--- config.mk ---
export PLATFORM = sky130hd
export DESIGN_NAME = cssp_clock_status
export DESIGN_NICKNAME = d
export VERILOG_FILES = /design/src/hdl/cssp_prescaler.v /design/src/hdl/cssp_clock_status.v
export VERILOG_INCLUDE_DIRS = /design/src /design/src/pkg
export SDC_FILE = /design/constraint.sdc
export NUM_CORES = 1
export LEC_CHECK = 0
export ABC_AREA = 1
export ABC_CLOCK_PERIOD_IN_PS = 2600
export BUFFER_PORTS_ARGS = -buffer_cell sky130_fd_sc_hd__clkbuf_2
export CORE_ASPECT_RATIO = 0.75
export CORE_UTILIZATION = 58
export CTS_BUF_LIST = sky130_fd_sc_hd__clkbuf_8
export CTS_CLUSTER_SIZE = 12
export DETAILED_ROUTE_END_ITERATION = 7
export PLACE_DENSITY = 0.87
export SKIP_LAST_GASP = 1
export SYNTH_ARGS = -nofsm -noshare
export SYNTH_HDL_FRONTEND = slang
export SYNTH_HIERARCHICAL = 1
export SYNTH_SLANG_ARGS = --single-unit
--- constraint.sdc ---
create_clock -name clk_i -period 2.6 [get_ports clk_i]
set_input_delay 0.39 -clock clk_i [delete_from_list [all_inputs] [get_ports clk_i]]
set_output_delay 0.39 -clock clk_i [all_outputs]
set_load 0.1 [all_outputs]
--- src/pkg/cssp_defs.vh ---
/*
 * Constants for the clock status and peripheral prescaler select block:
 * register offsets, field positions, reset values and source codes.
 * Assumes inclusion by bare name from the design files.
 */
`ifndef CSSP_DEFS_VH
`define CSSP_DEFS_VH

// Register byte offsets
`define CSSP_OFS_STATUS 12'h034
`define CSSP_OFS_PRESCALE 12'h038

// Reset values
`define CSSP_STATUS_RESET 32'h01000003
`define CSSP_PRESCALE_RESET 32'h00000000

// Status field positions
`define CSSP_INT_USAGE_LSB 24
`define CSSP_EXT_USAGE_LSB 16
`define CSSP_PLL_USAGE_LSB 8
`define CSSP_SWITCH_LSB 0

// System clock source select codes
`define CSSP_SEL_EXT_FAST 3'h2
`define CSSP_SEL_INT_FAST 3'h3

// Switch state codes
`define CSSP_SW_PLL 3'h0
`define CSSP_SW_EXT_FAST 3'h2
`define CSSP_SW_INT_FAST 3'h3
`define CSSP_SW_EXT_SLOW 3'h6
`define CSSP_SW_INT_SLOW 3'h7

// Prescale codes
`define CSSP_DIV1 2'h0
`define CSSP_DIV2 2'h1
`define CSSP_DIV4 2'h2
`define CSSP_DIV8 2'h3

// Prescale field positions, two bits each
`define CSSP_TWO_WIRE0_LSB 0
`define CSSP_TWO_WIRE1_LSB 2
`define CSSP_SERIAL_IF0_LSB 4
`define CSSP_SERIAL_IF1_LSB 6
`define CSSP_BASIC_TIMER0_LSB 12
`define CSSP_BASIC_TIMER1_LSB 14
`define CSSP_MOTOR_TIMER0_LSB 16
`define CSSP_MOTOR_TIMER1_LSB 18
`define CSSP_GP_TIMER0_LSB 20
`define CSSP_GP_TIMER1_LSB 22
`define CSSP_SYNC_ASYNC0_LSB 24
`define CSSP_SYNC_ASYNC1_LSB 26
`define CSSP_ASYNC0_LSB 28
`define CSSP_ASYNC1_LSB 30

// Number of prescaled peripheral clocks
`define CSSP_NUM_PERIPH 14

`endif

--- src/hdl/cssp_prescaler.v ---
/*
 * One peripheral prescaler: turns the bus/CPU clock into a one-cycle
 * enable at rate 1, 1/2, 1/4 or 1/8.
 * Assumes a shared free running 3-bit phase counter from the parent.
 */
`timescale 1ns/1ps
`include "cssp_defs.vh"

module cssp_prescaler (
    input wire clk_i,
    input wire rst_i,
    input wire [1:0] sel_i,
    input wire [2:0] phase_i,
    output wire clk_en_o
);

    reg [1:0] sel_reg; // Selection actually in use
    reg tick; // Combinational tick for the active selection
    reg en_reg; // Registered enable output

    // Tick at the divided rate, phase aligned to the shared counter
    always @* begin
        case (sel_reg)
            `CSSP_DIV1: tick = 1'h1;
            `CSSP_DIV2: tick = (phase_i[0] == 1'h1);
            `CSSP_DIV4: tick = (phase_i[1:0] == 2'h3);
            default: tick = (phase_i == 3'h7);
        endcase
    end

    // New selection only adopted when all rates agree on a boundary
    always @(posedge clk_i) begin
        if (rst_i) begin
            sel_reg <= `CSSP_DIV1;
            en_reg <= 1'h0;
        end else begin
            if (phase_i == 3'h7) begin
                sel_reg <= sel_i;
            end
            en_reg <= tick;
        end
    end

    assign clk_en_o = en_reg;

endmodule

--- src/hdl/cssp_clock_status.v ---
/*
 * Clock status and peripheral prescaler select, with a classic
 * Wishbone slave for the two registers and one prescaler per
 * peripheral clock.
 * Assumes the source switching and PLL logic supply usage flags and the
 * current source as same-clock levels. Peripheral clocks are one-cycle
 * enables on clk_i; each peripheral gates its own logic with them.
 */
// Added by the designer: the Wishbone slave port.
// Overview of operation
// - Internal fast oscillator usage: four flag bits
// - External fast oscillator usage: three flag bits
// - PLL output usage: four flag bits
// - System usage bits follow selection codes 3/2
// - Switch state: 00x PLL, 010 ext, 011 int
// - Switch state: 110 slow crystal, 111 slow osc
// - Switch state shows actual source, not request
// - Prescale codes divide by 1, 2, 4, 8
// - Async port prescales at bits 31:28
// - Sync/async port prescales at bits 27:24
// - General timer prescales at bits 23:20
// - Motor timer prescales at bits 19:16
// - Basic timer prescales at bits 15:12
// - Serial interface prescales at bits 7:4
// - Two-wire prescales at bits 3:0
`timescale 1ns/1ps
`include "cssp_defs.vh"

module cssp_clock_status (
    input wire clk_i,
    input wire rst_i,
    input wire wb_cyc_i,
    input wire wb_stb_i,
    input wire wb_we_i,
    input wire [11:0] wb_adr_i,
    input wire [3:0] wb_sel_i,
    input wire [31:0] wb_dat_i,
    output wire [31:0] wb_dat_o,
    output wire wb_ack_o,
    input wire [2:0] sysclk_source_select_i,
    input wire [2:0] sysclk_switch_state_i,
    input wire [2:0] int_fast_osc_usage_i,
    input wire [1:0] ext_fast_osc_usage_i,
    input wire [3:0] pll_out_usage_i,
    output wire [31:0] prescale_sel_o,
    output wire two_wire0_clk_en_o,
    output wire two_wire1_clk_en_o,
    output wire serial_if0_clk_en_o,
    output wire serial_if1_clk_en_o,
    output wire basic_timer0_clk_en_o,
    output wire basic_timer1_clk_en_o,
    output wire motor_timer0_clk_en_o,
    output wire motor_timer1_clk_en_o,
    output wire gp_timer0_clk_en_o,
    output wire gp_timer1_clk_en_o,
    output wire sync_async_port0_clk_en_o,
    output wire sync_async_port1_clk_en_o,
    output wire async_port0_clk_en_o,
    output wire async_port1_clk_en_o
);

    // Writable bits of the prescale register (11:8 reserved)
    localparam [31:0] PRESCALE_MASK = 32'hFFFFF0FF;

    // Registers and their next values
    reg [31:0] prescale_reg; // Prescale selections
    reg [31:0] prescale_next; // Next prescale value
    reg [31:0] status_reg; // Registered status word
    reg [31:0] status_next; // Status word being built
    reg [31:0] rdata_reg; // Read data
    reg [31:0] rdata_next; // Next read data
    reg ack_reg; // Bus acknowledge
    reg [2:0] phase_reg; // Shared divider phase
    reg [3:0] int_usage; // Internal fast oscillator flags
    reg [2:0] ext_usage; // External fast oscillator flags
    reg [2:0] sw_state; // Normalised switch state
    reg [31:0] wmask; // Byte lane write mask

    // Bus qualifier
    wire bus_req; // Live request without pending ack

    assign bus_req = wb_cyc_i & wb_stb_i & ~ack_reg;

    // Build the status word from the live source information; bits that
    // no source drives stay zero
    always @* begin
        int_usage = {int_fast_osc_usage_i[2:0],
                     sysclk_source_select_i == `CSSP_SEL_INT_FAST};
        ext_usage = {ext_fast_osc_usage_i[1:0],
                     sysclk_source_select_i == `CSSP_SEL_EXT_FAST};
        // Actual source, with unused codes shown as the PLL
        case (sysclk_switch_state_i)
            `CSSP_SW_EXT_FAST: sw_state = `CSSP_SW_EXT_FAST;
            `CSSP_SW_INT_FAST: sw_state = `CSSP_SW_INT_FAST;
            `CSSP_SW_EXT_SLOW: sw_state = `CSSP_SW_EXT_SLOW;
            `CSSP_SW_INT_SLOW: sw_state = `CSSP_SW_INT_SLOW;
            default: sw_state = {2'h0, sysclk_switch_state_i[0]};
        endcase
        status_next = 32'h00000000;
        status_next[`CSSP_INT_USAGE_LSB +: 4] = int_usage;
        status_next[`CSSP_EXT_USAGE_LSB +: 3] = ext_usage;
        status_next[`CSSP_PLL_USAGE_LSB +: 4] = pll_out_usage_i;
        status_next[`CSSP_SWITCH_LSB +: 3] = sw_state;
    end

    // Write path and read mux
    // Byte lanes pick the written bytes; the reserved nibble is masked on
    // the way in and on the way out, so it can never read back as one
    always @* begin
        wmask = {{8{wb_sel_i[3]}}, {8{wb_sel_i[2]}}, {8{wb_sel_i[1]}}, {8{wb_sel_i[0]}}};
        prescale_next = prescale_reg;
        rdata_next = rdata_reg;
        if (bus_req) begin
            rdata_next = 32'h00000000;
            case (wb_adr_i)
                `CSSP_OFS_STATUS: begin
                    // Writes fall away here
                    rdata_next = status_reg;
                end
                `CSSP_OFS_PRESCALE: begin
                    if (wb_we_i) begin
                        prescale_next = ((prescale_reg & ~wmask) | (wb_dat_i & wmask))
                                        & PRESCALE_MASK;
                    end
                    rdata_next = prescale_reg & PRESCALE_MASK;
                end
                default: begin
                    rdata_next = 32'h00000000;
                end
            endcase
        end
    end

    // Prescale register and bus answer; a request is taken only while ack
    // is low, so one strobe held across the ack edge never writes twice
    always @(posedge clk_i) begin
        if (rst_i) begin
            prescale_reg <= `CSSP_PRESCALE_RESET; // All peripherals undivided
            rdata_reg <= 32'h00000000; // Read data cleared
            ack_reg <= 1'h0; // No answer pending
        end else begin
            prescale_reg <= prescale_next;
            rdata_reg <= rdata_next; // Held until the next taken request
            ack_reg <= bus_req; // One-cycle answer
        end
    end

    // Status snapshot; lags the live sources by one cycle so that the
    // read mux sees a settled word
    always @(posedge clk_i) begin
        if (rst_i) begin
            status_reg <= `CSSP_STATUS_RESET; // Internal fast oscillator as system clock
        end else begin
            status_reg <= status_next;
        end
    end

    // Shared phase counter; every prescaler counts from the same origin,
    // which lets a new rate be adopted where all rates agree
    always @(posedge clk_i) begin
        if (rst_i) begin
            phase_reg <= 3'h0; // Phase origin
        end else begin
            phase_reg <= phase_reg + 3'h1; // Wraps every eight cycles
        end
    end

    assign wb_ack_o = ack_reg;
    assign wb_dat_o = rdata_reg;
    assign prescale_sel_o = prescale_reg;

    // One prescaler per peripheral clock, each fed its own two-bit field.
    // All share the phase counter, so outputs at the same rate pulse in
    // the same cycle and a peripheral pair can exchange data on one edge.
    // A written field reaches its prescaler at once; the prescaler itself
    // defers the switch to the next phase-7 boundary.
    // Two-wire controller 0
    cssp_prescaler u_pre_two_wire0 (
        .clk_i(clk_i),
        .rst_i(rst_i),
        .sel_i(prescale_reg[`CSSP_TWO_WIRE0_LSB +: 2]),
        .phase_i(phase_reg),
        .clk_en_o(two_wire0_clk_en_o)
    );

    // Two-wire controller 1
    cssp_prescaler u_pre_two_wire1 (
        .clk_i(clk_i),
        .rst_i(rst_i),
        .sel_i(prescale_reg[`CSSP_TWO_WIRE1_LSB +: 2]),
        .phase_i(phase_reg),
        .clk_en_o(two_wire1_clk_en_o)
    );

    // Serial peripheral interface 0
    cssp_prescaler u_pre_serial_if0 (
        .clk_i(clk_i),
        .rst_i(rst_i),
        .sel_i(prescale_reg[`CSSP_SERIAL_IF0_LSB +: 2]),
        .phase_i(phase_reg),
        .clk_en_o(serial_if0_clk_en_o)
    );

    // Serial peripheral interface 1
    cssp_prescaler u_pre_serial_if1 (
        .clk_i(clk_i),
        .rst_i(rst_i),
        .sel_i(prescale_reg[`CSSP_SERIAL_IF1_LSB +: 2]),
        .phase_i(phase_reg),
        .clk_en_o(serial_if1_clk_en_o)
    );

    // Basic function timer 0
    cssp_prescaler u_pre_basic_timer0 (
        .clk_i(clk_i),
        .rst_i(rst_i),
        .sel_i(prescale_reg[`CSSP_BASIC_TIMER0_LSB +: 2]),
        .phase_i(phase_reg),
        .clk_en_o(basic_timer0_clk_en_o)
    );

    // Basic function timer 1
    cssp_prescaler u_pre_basic_timer1 (
        .clk_i(clk_i),
        .rst_i(rst_i),
        .sel_i(prescale_reg[`CSSP_BASIC_TIMER1_LSB +: 2]),
        .phase_i(phase_reg),
        .clk_en_o(basic_timer1_clk_en_o)
    );

    // Motor-control timer 0
    cssp_prescaler u_pre_motor_timer0 (
        .clk_i(clk_i),
        .rst_i(rst_i),
        .sel_i(prescale_reg[`CSSP_MOTOR_TIMER0_LSB +: 2]),
        .phase_i(phase_reg),
        .clk_en_o(motor_timer0_clk_en_o)
    );

    // Motor-control timer 1
    cssp_prescaler u_pre_motor_timer1 (
        .clk_i(clk_i),
        .rst_i(rst_i),
        .sel_i(prescale_reg[`CSSP_MOTOR_TIMER1_LSB +: 2]),
        .phase_i(phase_reg),
        .clk_en_o(motor_timer1_clk_en_o)
    );

    // General-purpose timer 0
    cssp_prescaler u_pre_gp_timer0 (
        .clk_i(clk_i),
        .rst_i(rst_i),
        .sel_i(prescale_reg[`CSSP_GP_TIMER0_LSB +: 2]),
        .phase_i(phase_reg),
        .clk_en_o(gp_timer0_clk_en_o)
    );

    // General-purpose timer 1
    cssp_prescaler u_pre_gp_timer1 (
        .clk_i(clk_i),
        .rst_i(rst_i),
        .sel_i(prescale_reg[`CSSP_GP_TIMER1_LSB +: 2]),
        .phase_i(phase_reg),
        .clk_en_o(gp_timer1_clk_en_o)
    );

    // Synchronous/asynchronous serial port 0
    cssp_prescaler u_pre_sync_async_port0 (
        .clk_i(clk_i),
        .rst_i(rst_i),
        .sel_i(prescale_reg[`CSSP_SYNC_ASYNC0_LSB +: 2]),
        .phase_i(phase_reg),
        .clk_en_o(sync_async_port0_clk_en_o)
    );

    // Synchronous/asynchronous serial port 1
    cssp_prescaler u_pre_sync_async_port1 (
        .clk_i(clk_i),
        .rst_i(rst_i),
        .sel_i(prescale_reg[`CSSP_SYNC_ASYNC1_LSB +: 2]),
        .phase_i(phase_reg),
        .clk_en_o(sync_async_port1_clk_en_o)
    );

    // Asynchronous serial port 0
    cssp_prescaler u_pre_async_port0 (
        .clk_i(clk_i),
        .rst_i(rst_i),
        .sel_i(prescale_reg[`CSSP_ASYNC0_LSB +: 2]),
        .phase_i(phase_reg),
        .clk_en_o(async_port0_clk_en_o)
    );

    // Asynchronous serial port 1
    cssp_prescaler u_pre_async_port1 (
        .clk_i(clk_i),
        .rst_i(rst_i),
        .sel_i(prescale_reg[`CSSP_ASYNC1_LSB +: 2]),
        .phase_i(phase_reg),
        .clk_en_o(async_port1_clk_en_o)
    );

endmodule

# Yosys cells after proc, flatten, opt, wreduce, memory -nomap -nowiden
# Index checks and enable logic that the tools add are counted.
word_totals:
  inputBits: 68
  ff_bits: 138
  output_inout_bits: 79
  word_cells: 111
op_classes:
  n_mux: 16
  bitwise_logic: 7
  n_eq_ne: 38
  reduce_logical: 15
  n_addsub: 1
op_table:
  columns: ["op", "n"]
  rows:
  - ["$and A32 B32 Y32", 2]
  - ["$pmux W32 S2", 1]
  - ["$pmux W1 S3", 14]
  - ["$not A32 Y32", 1]
  - ["$or A32 B32 Y32", 1]
  - ["$eq A2 B2 Y1 const B", 15]
  - ["$eq A2 B1 Y1 const B", 14]
  - ["$logic_not A2 Y1", 14]
  - ["$eq A12 B6 Y1 const B", 2]
  - ["$eq A3 B2 Y1 const B", 4]
  - ["$pmux W3 S4", 1]
  - ["$eq A3 B3 Y1 const B", 3]
  - ["$add A3 B1 Y3 const B", 1]
  - ["$reduce_and A3 Y1", 1]
  - ["$and A1 B1 Y1", 2]
  - ["$not A1 Y1", 1]

# Depth between registers and ports, before layout
depth:
  ltp_word: 3
  ltp_mapped: 9
  mapped_depth_nobuf: 8

# Hierarchy
# Netlist, hierarchy kept.
by_module_without_submodules:
  columns: ["mod", "n_inst", "cells_each", "area_each_um2", "seq_area_each_um2"]
  rows:
  - ["cssp_clock_status", 1, 442, 3255.6, 1561.5]
  - ["cssp_prescaler", 14, 22, 151.4, 60.1]

# Worst setup path after synthesis
# No wires, ideal clock.
synth_timing:
  path_type: "flip-flop to flip-flop"
  start: "register ack_reg, in the netlist wb_ack_o"
  end: "register with a tool-made name"
  synth_period_minus_slack_ns: 1.841
  n_path_buf: 1
  required_time_ns: 2.487
  t_arrival_ns: 1.728
  path_stages_with_launch: 9
  setup_ns: 0.113
  path_slack_ns: 0.759
  path_cell_list: "dfxtp_1 -> inv_1 -> nand3_1 -> nor2_4 -> nand4_4 -> buf_2 -> nand2_1 -> nand2_1 -> nor2_1"
synth_lines:
  columns: ["element", "line", "text"]
  rows:
  - ["from (decl)", "cssp_clock_status.v:72", "reg ack_reg;"]
  - ["from (signal assigned)", "cssp_clock_status.v:144", "ack_reg <= bus_req;"]

==> impl_metrics.json <==
{
  "critPathBufInv": 1,
  "rsz0062_at_grt": "false",
  "min_path_type": "in2reg",
  "io-pin-count": 147,
  "fin_cells": 1016,
  "grt_usage": 0.268,
  "die_y_um": 85.4,
  "synth_edf_count": 0,
  "avgSynthCellArea_um2": 7.17,
  "num_rows": 30,
  "cp.required_ns": 2.21,
  "netlist.area_leader.share": 0.447,
  "tritoncts": "done",
  "min_to": "status_reg[16]$_SDFF_PP0_",
  "cts.hold.buffers_added": 0,
  "holdWs_ns": 0.137,
  "switching_share": 0.307,
  "maxSlewHeadroom": 0.615,
  "r2r_cells": 6,
  "drv_slew": 0,
  "drive_gt1_frac": 0.275,
  "async_reset_ff_frac": 0,
  "setup-tns-final_ns": 0,
  "p_leak_nw": 3.18,
  "p_int_mw": 2.74,
  "drc": 0,
  "post_cts_buffers": 0,
  "power.total_mw": 3.96,
  "slowest_stage": "clkbuf_2",
  "fin_area_mm2": 0.00650,
  "finalSetupViolCount": 0,
  "core_mm2": 0.00901,
  "initialDrtViolationCount": 360,
  "startpoint_type": "flop",
  "ys_types": 27,
  "status": "completed",
  "synth_cells": 750,
  "cts_buffers": 17,
  "max_stage_delay_ns": 0.51,
  "power_frac_comb": 0.162,
  "cts_root_buf": "clkbuf_8",
  "yosysWarnings": 6,
  "dp.cells": 987,
  "grt_pass1_wl_mm": 20.2,
  "p_sw_mw": 1.22,
  "h-tree-depth": 4,
  "whs_path_depth": 2,
  "clkTransAtPathRegs_ns": 0.06,
  "dpl.hpwl_mm": 8.59,
  "utilization": 0.722,
  "period_needed_ns": 1.78,
  "path_cells": "clkbuf_2",
  "worst_pin_slew_ns": 0.576,
  "dr_total_vias": 5008,
  "cts_num_sinks": 120,
  "vias_per_cell": 4.93,
  "cp.arrival_ns": 1.39,
  "synthFlopType": "dfxtp_1",
  "r2r-start": "wb_ack_o$_SDFF_PP0_",
  "yosys_register_bits": 120,
  "grt_pass1_vias": 4476,
  "power_frac_seq": 0.487,
  "fmax_mhz": 561,
  "synth_top_cell_by_area": "dfxtp_1",
  "syn_to_final_growth_pct": 20.9,
  "place_area_mm2": 0.00618,
  "cts_max_path_buffers": 2,
  "reg2reg_to": "wb_dat_o[13]$_SDFFE_PP0N_",
  "setup_ws_ns": 0.819,
  "start_util": 0.597,
  "synth.cell_area_mm2": 0.00538,
  "grt_overflow": 0,
  "dr.pass1.iters": 5,
  "hold_viol": 0,
  "synthTopCellsByArea": "dfxtp_1, nand2_1, inv_1",
  "fin_crit_sh": 0.685,
  "cp_max_fo": 4,
  "post-place-ws_ns": 0.719,
  "finalClockSkew_ns": 0.00606,
  "layout_commonest_cell": "nand2_1",
  "ys_seq_area_frac": 0.447,
  "clkPwrFrac": 0.350,
  "dieArea_mm2": 0.00966,
  "diodes": 0,
  "detail-route-antenna-nets": 0,
  "cts_resized": 0,
  "path_class": "reg2out",
  "drv_cap": 0,
  "power_density_mw_per_mm2": 609,
  "min_from": "sysclk_source_select_i[0]",
  "layout_common_cells": "nand2_1, clkbuf_2, dfxtp_1",
  "clock_latency_ns": 0.43,
  "irDropWorstVdd_uv": 446,
  "routed_wirelength_mm": 12.3,
  "num-nets-final": 963,
  "grt_antenna_before_repair": 0,
  "cpLargestDelayFamily": "buffers and inverters",
  "wire_per_inst_um": 12.1,
  "die_w_um": 113,
  "rrSetupSlack_ns": 1.00,
  "io_buffer_count": 138,
  "gp_congestion": 0.826,
  "grt_max_degree": 54,
  "end_kind": "output port"
}
worst reg2reg max path, stage by stage (launching register included):
cell	delay [ns]
dfxtp_1	0.31
inv_1	0.05
nand3_1	0.16
inv_2	0.49
buf_12	0.27
o21ai_0	0.14
a21oi_2	0.13
worst max-delay path by stage:
stage / start / endpoint / slack, ns / cells past startpoint
finish: flop / prescale_sel_o[16] / 0.82 / 1
floorplan: wb_ack_o$_SDFF_PP0_ / flop / 0.76 / 8
detailed placement: wb_adr_i[11] / wb_dat_o[28]$_SDFFE_PP0N_ / 0.72 / 8
global placement: wb_adr_i[9] / wb_dat_o[23]$_SDFFE_PP0N_ / 0.79 / 8
CTS: flop / prescale_sel_o[2] / 0.80 / 1
global route: flop / prescale_sel_o[16] / 0.76 / 1
cell usage after synthesis (all sizes together), types with 2 or more instances:
cell type / number
buf: 17
nand3: 45
or2: 2
clkbuf: 10
o21ai: 37
dfxtp: 120
nor2: 110
nand4: 4
and2: 2
a21oi: 64
inv: 99
nand2: 235
layer usage:
layer / global-route usage / vias to the layer above / part of all wire / wire (um)
met5: 0 / - / 0 / 0
li1: - / 2596 / - / -
met3: 0.0829 / 22 / 0.065 / 804
met4: 0.112 / 0 / 0.024 / 289
met1: 0.348 / 2234 / 0.46 / 5700
met2: 0.414 / 156 / 0.45 / 5490
cell type report:
type	count	area, um^2
Tap cell	112	140
Inverter	99	372
Clock buffer	21	289
Fill cell	749	2510
Timing Repair Buffer	149	798
Sequential cell	120	2400
Multi-Input combinational cell	507	2460
Clock inverter	8	35.0
power groups by stage:
stage                     Combinational, mW  Clock (mW)  Sequential [mW]
final                                 0.643        1.39             1.93
after global routing                  0.679        1.51             1.94
after CTS                             0.645        1.41             1.93
after detailed placement              0.643           0             1.97
after global placement                0.636           0             1.97
after floorplan                       0.169           0             2.29
cells by family (layout without fill, tap and decap cells):
| logic type | after synthesis | in the layout | synth area share |
|---|---|---|---|
| buffers and inverters | 126 | 277 | 0.0968 |
| flip-flops | 120 | 120 | 0.447 |
| AO/OA/AOI/OAI | 101 | 101 | 0.111 |
| other | 1 | 4 | 0.000698 |
| AND/OR/NAND/NOR | 400 | 400 | 0.341 |
| adder cells (fa/ha/maj) | 1 | 1 | 0.00233 |
| XOR/XNOR | 1 | 1 | 0.00163 |
(Power assumes the default switching activity.)
